## src/shared/adcrm_pkg.sv

```systemverilog
//
// Contract
// - Two-byte reads drive all twelve lines.
// - Slow two-byte first read returns low byte.
// - High-byte read: no start, nibble low, MSBs.
// - Slow mode: top four lines carry MSBs.
// - ROM read starts conversion, returns previous result.
// - Next ROM read returns new result, restarts.
// - ROM two-byte first read returns old low byte.
// - ROM third read returns new low byte.
// - ROM two-byte: top four lines carry MSBs.
// - High-byte read keeps busy high.
// - Input sampled at read strobe falling edge.
// - Start needs all three low; no restart.
// - Busy low for whole conversion.
// - Busy high only after latches hold result.
package adcrm_pkg;

  // ******************************************************************
  // Widths and timing.
  // ******************************************************************
  localparam int unsigned ADCRM_RES_W = 12;
  localparam int unsigned ADCRM_CLK_NS = 20;
  // Conversion time in nanoseconds and its cycle count (rounded up).
  localparam int unsigned ADCRM_CONV_NS = 3000;
  localparam int unsigned ADCRM_CONV_CYC = (ADCRM_CONV_NS + ADCRM_CLK_NS - 1) / ADCRM_CLK_NS;
  localparam int unsigned ADCRM_CNT_W = 8;
  localparam logic [ADCRM_CNT_W-1:0] ADCRM_CONV_LAST = 8'(ADCRM_CONV_CYC - 1);
  localparam logic [ADCRM_RES_W-1:0] ADCRM_RESULT_RST = 12'h000;

  // Converter sequencing states.
  typedef enum logic {ADCRM_IDLE, ADCRM_CONV} adcrm_state_t;

endpackage : adcrm_pkg

```

## src/logic/adcrm_ctrl.sv

```systemverilog
`timescale 1ns/100ps
module adcrm_ctrl
  import adcrm_pkg::*;
(
  input wire logic clk_sys,
  input wire logic rstn,
  input wire logic cs_n,
  input wire logic rd_n,
  input wire logic high_byte_select,
  input wire logic [ADCRM_RES_W-1:0] sar_code,
  output logic busy_n,
  output logic [ADCRM_RES_W-1:0] data_out,
  output logic [ADCRM_RES_W-1:0] data_oe,
  output logic sample_hold
);

  // ******************************************************************
  // State.
  // ******************************************************************
  adcrm_state_t state_reg, state_next;
  logic [ADCRM_CNT_W-1:0] cnt_reg, cnt_next;
  logic [ADCRM_RES_W-1:0] result_reg, result_next;
  logic rd_act_reg, rd_act_next;
  logic busy_n_reg, busy_n_next;
  logic [ADCRM_RES_W-1:0] dout_reg, dout_next;
  logic oe_reg, oe_next;
  logic hold_reg, hold_next;
  logic read_act, start;

  // Output mux: low byte or zero-padded high nibble on the low lines.
  function automatic logic [ADCRM_RES_W-1:0] adcrm_mux(input logic [ADCRM_RES_W-1:0] r,
                                                        input logic hb);
    adcrm_mux = hb ? {r[11:8], 4'h0, r[11:8]} : r;
  endfunction : adcrm_mux

  assign read_act = !cs_n && !rd_n;
  // Start needs all three low, on the strobe's leading edge, and never while converting.
  assign start = read_act && !rd_act_reg && !high_byte_select && (state_reg == ADCRM_IDLE);

  // Next-state logic for conversion, latches and outputs.
  always_comb begin
    state_next = state_reg;
    cnt_next = cnt_reg;
    result_next = result_reg;
    busy_n_next = busy_n_reg;
    hold_next = hold_reg;
    rd_act_next = read_act;
    unique case (state_reg)
      ADCRM_IDLE: begin
        if (start) begin
          state_next = ADCRM_CONV;
          cnt_next = '0;
          busy_n_next = 1'b0;
          hold_next = 1'b1;
        end
      end
      ADCRM_CONV: begin
        if (cnt_reg == ADCRM_CONV_LAST) begin
          state_next = ADCRM_IDLE;
          result_next = sar_code;
          busy_n_next = 1'b1;
          hold_next = 1'b0;
        end else begin
          cnt_next = cnt_reg + 8'h01;
        end
      end
    endcase
    // Drive only while selected; bus shows latched (old) data until busy returns.
    oe_next = read_act;
    dout_next = adcrm_mux(result_next, high_byte_select);
  end

  // Registers.
  always_ff @(posedge clk_sys or negedge rstn) begin
    if (!rstn) begin
      state_reg <= ADCRM_IDLE;
      cnt_reg <= '0;
      result_reg <= ADCRM_RESULT_RST;
      rd_act_reg <= 1'b0;
      busy_n_reg <= 1'b1;
      dout_reg <= '0;
      oe_reg <= 1'b0;
      hold_reg <= 1'b0;
    end else begin
      state_reg <= state_next;
      cnt_reg <= cnt_next;
      result_reg <= result_next;
      rd_act_reg <= rd_act_next;
      busy_n_reg <= busy_n_next;
      dout_reg <= dout_next;
      oe_reg <= oe_next;
      hold_reg <= hold_next;
    end
  end

  assign busy_n = busy_n_reg;
  assign data_out = dout_reg;
  // Every output line shares the one registered enable, so all lines turn on and off together.
  for (genvar g = 0; g < ADCRM_RES_W; g++) begin : g_oe
    assign data_oe[g] = oe_reg;
  end
  assign sample_hold = hold_reg;

  // ******************************************************************
  // Checker helpers.
  // ******************************************************************
  // Counts the cycles for which busy has been low, so that the length of a
  // conversion can be asserted without a long repetition.
  logic [ADCRM_CNT_W-1:0] busy_len_reg, busy_len_next;

  // Next value of the busy-length counter.
  always_comb begin
    busy_len_next = busy_len_reg;
    if (busy_n_reg) begin
      busy_len_next = '0;
    end else begin
      busy_len_next = busy_len_reg + 8'h01;
    end
  end

  // Register of the busy-length counter.
  always_ff @(posedge clk_sys or negedge rstn) begin
    if (!rstn) begin
      busy_len_reg <= '0;
    end else begin
      busy_len_reg <= busy_len_next;
    end
  end

  // ******************************************************************
  // Assertions.
  // ******************************************************************
  property p_busy_on_start;
    @(posedge clk_sys) disable iff (!rstn) start |=> !busy_n;
  endproperty
  a_busy_on_start: assert property (p_busy_on_start) else $error("busy not asserted");

  property p_hb_no_start;
    @(posedge clk_sys) disable iff (!rstn) (read_act && high_byte_select && busy_n) |=> busy_n;
  endproperty
  a_hb_no_start: assert property (p_hb_no_start) else $error("high read started conversion");

  property p_hb_format;
    @(posedge clk_sys) disable iff (!rstn)
      (read_act && high_byte_select) |=> (data_out[7:4] == 4'h0 && data_out[3:0] == data_out[11:8]);
  endproperty
  a_hb_format: assert property (p_hb_format) else $error("high byte format wrong");

  property p_msb_top;
    @(posedge clk_sys) disable iff (!rstn) data_oe[11] |-> data_out[11:8] == result_reg[11:8];
  endproperty
  a_msb_top: assert property (p_msb_top) else $error("msbs missing on top lines");

  property p_oe;
    @(posedge clk_sys) disable iff (!rstn) $past(read_act) == data_oe[0];
  endproperty
  a_oe: assert property (p_oe) else $error("output enable wrong");

  property p_conv_len;
    @(posedge clk_sys) disable iff (!rstn) $fell(busy_n) |-> !busy_n [*8];
  endproperty
  a_conv_len: assert property (p_conv_len) else $error("busy released early");

  property p_done;
    @(posedge clk_sys) disable iff (!rstn) $fell(busy_n) |-> ##[1:160] busy_n;
  endproperty
  a_done: assert property (p_done) else $error("conversion never ends");

  property p_result_at_busy;
    @(posedge clk_sys) disable iff (!rstn) $rose(busy_n) |-> result_reg == $past(sar_code);
  endproperty
  a_result_at_busy: assert property (p_result_at_busy) else $error("result not latched");

  property p_no_restart;
    @(posedge clk_sys) disable iff (!rstn) !busy_n && !$rose(busy_n) |-> !start;
  endproperty
  a_no_restart: assert property (p_no_restart) else $error("restart during conversion");

  // A conversion keeps busy low for exactly the conversion time.
  property p_conv_cycles;
    @(posedge clk_sys) disable iff (!rstn)
      $rose(busy_n) |-> busy_len_reg == ADCRM_CONV_LAST + 8'h01;
  endproperty
  a_conv_cycles: assert property (p_conv_cycles) else $error("conversion length wrong");

  // Busy stays low until the counter reaches its last cycle.
  property p_busy_held;
    @(posedge clk_sys) disable iff (!rstn)
      (!busy_n && cnt_reg != ADCRM_CONV_LAST) |=> !busy_n;
  endproperty
  a_busy_held: assert property (p_busy_held) else $error("busy dropped mid conversion");

  // A low-byte read shows the whole latched result on the lines.
  property p_low_format;
    @(posedge clk_sys) disable iff (!rstn)
      (read_act && !high_byte_select) |=> data_out == result_reg;
  endproperty
  a_low_format: assert property (p_low_format) else $error("low read data wrong");

  // The hold flag follows the converter's busy state.
  property p_hold_tracks_busy;
    @(posedge clk_sys) disable iff (!rstn)
      sample_hold == !busy_n;
  endproperty
  a_hold_tracks_busy: assert property (p_hold_tracks_busy) else $error("hold and busy differ");

  // A strobe held low starts nothing after its leading edge.
  property p_leading_edge;
    @(posedge clk_sys) disable iff (!rstn)
      (read_act && $past(read_act) && $past(rstn)) |-> !start;
  endproperty
  a_leading_edge: assert property (p_leading_edge) else $error("held strobe restarted");

  // Released select or strobe turns the drivers off.
  property p_oe_off;
    @(posedge clk_sys) disable iff (!rstn)
      (cs_n || rd_n) |=> !data_oe[0];
  endproperty
  a_oe_off: assert property (p_oe_off) else $error("lines driven while released");

  // The latched result changes only as busy returns high.
  property p_result_only_at_end;
    @(posedge clk_sys) disable iff (!rstn)
      !$stable(result_reg) |-> $rose(busy_n);
  endproperty
  a_result_only_at_end: assert property (p_result_only_at_end) else $error("result moved early");

  // A high-byte read on an idle converter leaves the input tracking.
  property p_hb_idle_no_hold;
    @(posedge clk_sys) disable iff (!rstn)
      (read_act && high_byte_select && busy_n) |=> !sample_hold;
  endproperty
  a_hb_idle_no_hold: assert property (p_hb_idle_no_hold) else $error("high read held input");

  // Select and strobe low turn on every line.
  property p_oe_on;
    @(posedge clk_sys) disable iff (!rstn)
      read_act |=> data_oe == {ADCRM_RES_W{1'b1}};
  endproperty
  a_oe_on: assert property (p_oe_on) else $error("lines not driven");

  // The idle state never shows busy.
  property p_idle_not_busy;
    @(posedge clk_sys) disable iff (!rstn)
      (state_reg == ADCRM_IDLE) |-> busy_n;
  endproperty
  a_idle_not_busy: assert property (p_idle_not_busy) else $error("busy while idle");

  // The converting state always shows busy.
  property p_conv_busy;
    @(posedge clk_sys) disable iff (!rstn)
      (state_reg == ADCRM_CONV) |-> !busy_n;
  endproperty
  a_conv_busy: assert property (p_conv_busy) else $error("not busy while converting");

  // The cycle counter never runs past its last value.
  property p_cnt_range;
    @(posedge clk_sys) disable iff (!rstn)
      cnt_reg <= ADCRM_CONV_LAST;
  endproperty
  a_cnt_range: assert property (p_cnt_range) else $error("cycle counter overran");

  // Busy falls only because a start was taken.
  property p_fall_needs_start;
    @(posedge clk_sys) disable iff (!rstn)
      $fell(busy_n) |-> $past(start);
  endproperty
  a_fall_needs_start: assert property (p_fall_needs_start) else $error("busy fell unasked");

  // A slow low read sees the new result as busy returns.
  property p_slow_new_data;
    @(posedge clk_sys) disable iff (!rstn)
      ($rose(busy_n) && $past(read_act && !high_byte_select)) |-> data_out == result_reg;
  endproperty
  a_slow_new_data: assert property (p_slow_new_data) else $error("new result not shown");

  // A start puts the input on hold.
  property p_start_holds;
    @(posedge clk_sys) disable iff (!rstn)
      start |=> sample_hold;
  endproperty
  a_start_holds: assert property (p_start_holds) else $error("input not held");

  // The top four lines carry the result's top bits in a high read.
  property p_hb_msb_top;
    @(posedge clk_sys) disable iff (!rstn)
      (read_act && high_byte_select) |=> data_out[11:8] == result_reg[11:8];
  endproperty
  a_hb_msb_top: assert property (p_hb_msb_top) else $error("msbs missing in high read");

  // A high read still drives the lines.
  property p_hb_driven;
    @(posedge clk_sys) disable iff (!rstn)
      (read_act && high_byte_select) |=> data_oe[0];
  endproperty
  a_hb_driven: assert property (p_hb_driven) else $error("high read not driven");

  // A start clears the cycle counter.
  property p_start_clears_cnt;
    @(posedge clk_sys) disable iff (!rstn)
      start |=> cnt_reg == '0;
  endproperty
  a_start_clears_cnt: assert property (p_start_clears_cnt) else $error("counter not cleared");

  // A high read is never taken as a start.
  property p_hb_never_starts;
    @(posedge clk_sys) disable iff (!rstn)
      (read_act && high_byte_select) |-> !start;
  endproperty
  a_hb_never_starts: assert property (p_hb_never_starts) else $error("high read started");

  // ******************************************************************
  // Coverage of the main scenarios.
  // ******************************************************************
  // Starts, ends, high reads, idle high reads and slow reads that wait out a conversion.
  c_start: cover property (@(posedge clk_sys) disable iff (!rstn) start);
  c_done: cover property (@(posedge clk_sys) disable iff (!rstn) $rose(busy_n));
  c_hb: cover property (@(posedge clk_sys) disable iff (!rstn) read_act && high_byte_select);
  c_hb_idle: cover property (@(posedge clk_sys) disable iff (!rstn) read_act && high_byte_select && busy_n);
  c_slow_done: cover property (@(posedge clk_sys) disable iff (!rstn) $rose(busy_n) && read_act);

endmodule : adcrm_ctrl

```

## config.mk

```make
export PLATFORM = sky130hd
export DESIGN_NAME = adcrm_ctrl
export DESIGN_NICKNAME = d
export VERILOG_FILES = /design/src/shared/adcrm_pkg.sv /design/src/logic/adcrm_ctrl.sv
export SDC_FILE = /design/constraint.sdc
export NUM_CORES = 1
export LEC_CHECK = 0
export BUFFER_PORTS_ARGS = -buffer_cell sky130_fd_sc_hd__buf_2
export CORE_AREA = 2 2 54 61
export DETAILED_ROUTE_END_ITERATION = 12
export DIE_AREA = 0 0 56 63
export GPL_TIMING_DRIVEN = 0
export PLACE_DENSITY = 0.84
export REMOVE_ABC_BUFFERS = 1
export SLEW_MARGIN = 10
export SYNTH_ARGS = -nofsm -noshare
export SYNTH_HDL_FRONTEND = slang
export SYNTH_SLANG_ARGS = --single-unit
```

## constraint.sdc

```tcl
create_clock -name clk_sys -period 2.89 [get_ports clk_sys]
set_input_delay 0.1445 -clock clk_sys [delete_from_list [all_inputs] [get_ports clk_sys]]
set_output_delay 0.1445 -clock clk_sys [all_outputs]
set_load 0.02 [all_outputs]
```

==> flow_metrics.env <==
export IMPL_r2r_slack_ns=0.90
export IMPL_clkTransAtPathRegs_ns=0.10
export IMPL_die_area_sq_um=3530
export IMPL_synth_edf_count=0
export IMPL_cp_arrival_ns=2.19
export IMPL_ys_ff_latch=32
export IMPL_largest_reg_flops=12
export IMPL_clk_path_buf_depth=2
export IMPL_status="complete, no violations"
export IMPL_leakage_nw=0.844
export IMPL_port_buffers=42
export IMPL_syn_avg_cell_area_sq_um=12.3
export IMPL_grt_usage_pct=17.7
export IMPL_via_per_inst=5.44
export IMPL_fin_crit_ns=1.99
export IMPL_area_growth_pct=14.4
export IMPL_worstSkewPairLatency_ns=0.33
export IMPL_synth_common_cells="dfrtp_1 (31), buf_4 (17), o21ai_0 (11)"
export IMPL_worst_pin_slew_ns=0.690
export IMPL_ys_async_sr_fraction_pct=100
export IMPL_synth_seq_area_share_pct=51.7
export IMPL_grt_pass1_vias=1001
export IMPL_routed_wl_microns=2820
export IMPL_fp_dieW_microns=56
export IMPL_cp_required_ns=3.09
export IMPL_vias=1049
export IMPL_row_count=21
export IMPL_yosysWarnings=0
export IMPL_fin_skew_ns=0.00559
export IMPL_cts_setup_buffers=0
export IMPL_clkSinkCount=32
export IMPL_hold_path_class="input pin to register"
export IMPL_rsz0062_at_grt="false"
export IMPL_drt_iter0_drc=25
export IMPL_ys_top_cells_by_area="dfrtp_1 (50%), buf_4 (8.2%), mux2_2 (5.8%), mux4_2 (5.8%), o21ai_0 (3.6%)"
export IMPL_fmax_mhz=503
export IMPL_wire_per_inst_microns=14.6
export IMPL_htree_levels=2
export IMPL_post_route_period_util_pct=68.8
export IMPL_grt_ovfl_total=0
export IMPL_netlist_instances=126
export IMPL_setup_violations_final=0
export IMPL_ys_flop_type="dfrtp_1"
export IMPL_ir_drop_v=0.000624
export IMPL_num_antenna_cells=0
export IMPL_syn_area_sq_um=1550
export IMPL_slew_headroom_pct=54.0
export IMPL_end_kind="register"
export IMPL_grt_max_degree=33
export IMPL_drive_gt1_share_pct=43.4
export IMPL_drv_cap=0
export IMPL_worst_setup_path_type="register to register"
export IMPL_chipHeight_microns=63
export IMPL_drc=0
export IMPL_dr_pass1_iters=4
export IMPL_p_per_area_nw_per_um2=913
export IMPL_dp_hpwl_microns=2080
export IMPL_antenna_found_initial=0
export IMPL_fin_setup_tns_ns=0
export IMPL_initial_core_util_pct=52.7
export IMPL_yosysMostFrequentCell="dfrtp_1"
export IMPL_hold_viol=0
export IMPL_design_core_area_sq_um=2940
export IMPL_cts_made_buffers=5
export IMPL_fillers=253
export IMPL_final_nets=177
export IMPL_total_power_mw=1.62
export IMPL_place_gp_congestion=0.731
export IMPL_yosys_area_top_type="dfrtp_1"
export IMPL_cp_max_fo=13
export IMPL_start_kind="register"
export IMPL_drv_slew=0
export IMPL_grt_pass1_wl_microns=4790
export IMPL_yosysUniqueCellTypes=31
export IMPL_synth_top_cell_area_share_pct=50.0
export IMPL_cts_tree="yes"
export IMPL_ant_nets=0
export IMPL_ios=43
export IMPL_cts_root_buf="clkbuf_4"
## routing by layer
| metal | up-vias | track usage (%) | wire length (microns) |
|---|---|---|---|
| li1 | 500 | - | - |
| met1 | 514 | 21.3 | 1140 |
| met2 | 30 | 29.3 | 1490 |
| met3 | 5 | 6.21 | 144 |
| met4 | 0 | 6.25 | 39 |
| met5 | - | 0 | 0 |
## critical path: stages, from the launching register on
cell       delay [ns]
dfrtp_1          0.44
inv_1            0.07
ha_1             0.21
nand4bb_4        0.20
nor2_4           0.39
mux4_2           0.56
## cells by family (layout without fill, tap and decap cells)
kind of cell / Yosys count / after routing / share of synthesized area (%)
buffers and inverters: 21 / 54 / 10.2
xor gates and xnor gates: 2 / 2 / 1.13
DFF: 32 / 32 / 51.7
muxes: 14 / 14 / 12.9
AOI/OAI and AO/OA: 20 / 20 / 6.94
and+or+nand+nor: 35 / 35 / 15.4
adders and majority gates: 2 / 2 / 1.61
## area by class of cell
type	count	area, sq um	area share [%]
clock inverters	1	30.0	1.69
clock buffers	7	65.1	3.67
repair buffers	45	240	13.5
well taps	34	42.5	2.40
inverters	1	3.75	0.212
multi-input cells	73	589	33.2
flip-flops and latches	32	802	45.2
## worst paths after layout
check                                    from             to  cells after the start
worst max-delay path               cnt_reg[1]    data_out[3]                      5
worst min-delay path              sar_code[8]    data_out[8]                      2
worst max register to register     cnt_reg[1]    data_out[3]                      5
worst min register to register  result_reg[1]  result_reg[1]                      1
max in group asynchronous                rstn  result_reg[1]                      2
min in group asynchronous                rstn     cnt_reg[3]                      2
## power by group
| group | switching [mW] | internal, mW | leakage [nW] |
|---|---|---|---|
| clock | 0.146 | 0.230 | 0.0515 |
| sequential | 0.138 | 0.600 | 0.390 |
| combinational | 0.274 | 0.230 | 0.403 |
## cell usage in the layout (no fill, tap or decap), types with 2 or more instances in the layout
| cell | n |
|---|---|
| dlygate4sd3_1 | 3 |
| mux4_2 | 4 |
| buf_2 | 42 |
| or3_1 | 3 |
| clkbuf_8 | 2 |
| mux2i_1 | 2 |
| nand2_1 | 7 |
| xor2_1 | 2 |
| dfrtp_1 | 31 |
| mux2_2 | 8 |
| o21ai_0 | 11 |
| clkbuf_4 | 5 |
| nor2_1 | 3 |
| ha_1 | 2 |
| a21oi_1 | 7 |
| nand3_1 | 7 |
| nand4_1 | 4 |
## stage by stage
step                      setup slack, ns  utilization, %  cell area [sq um]  cells  hold slack [ns]
after floorplan                     0.496               -               1400    106           -0.151
after global placement              0.936            56.0               1650    182            0.208
after detailed placement            0.886            56.0               1650    182            0.224
after CTS                           0.882            60.2               1770    193           0.0446
after global routing                0.751            60.2               1770    193           0.0451
final                               0.901            60.2               1770    193           0.0585
## repair_timing
item	in CTS	in global routing
resized for setup	0	0
endpoints found under the hold margin	32	0
hold buffers	3	0
Note: power is estimated with default switching activity, not from simulation.
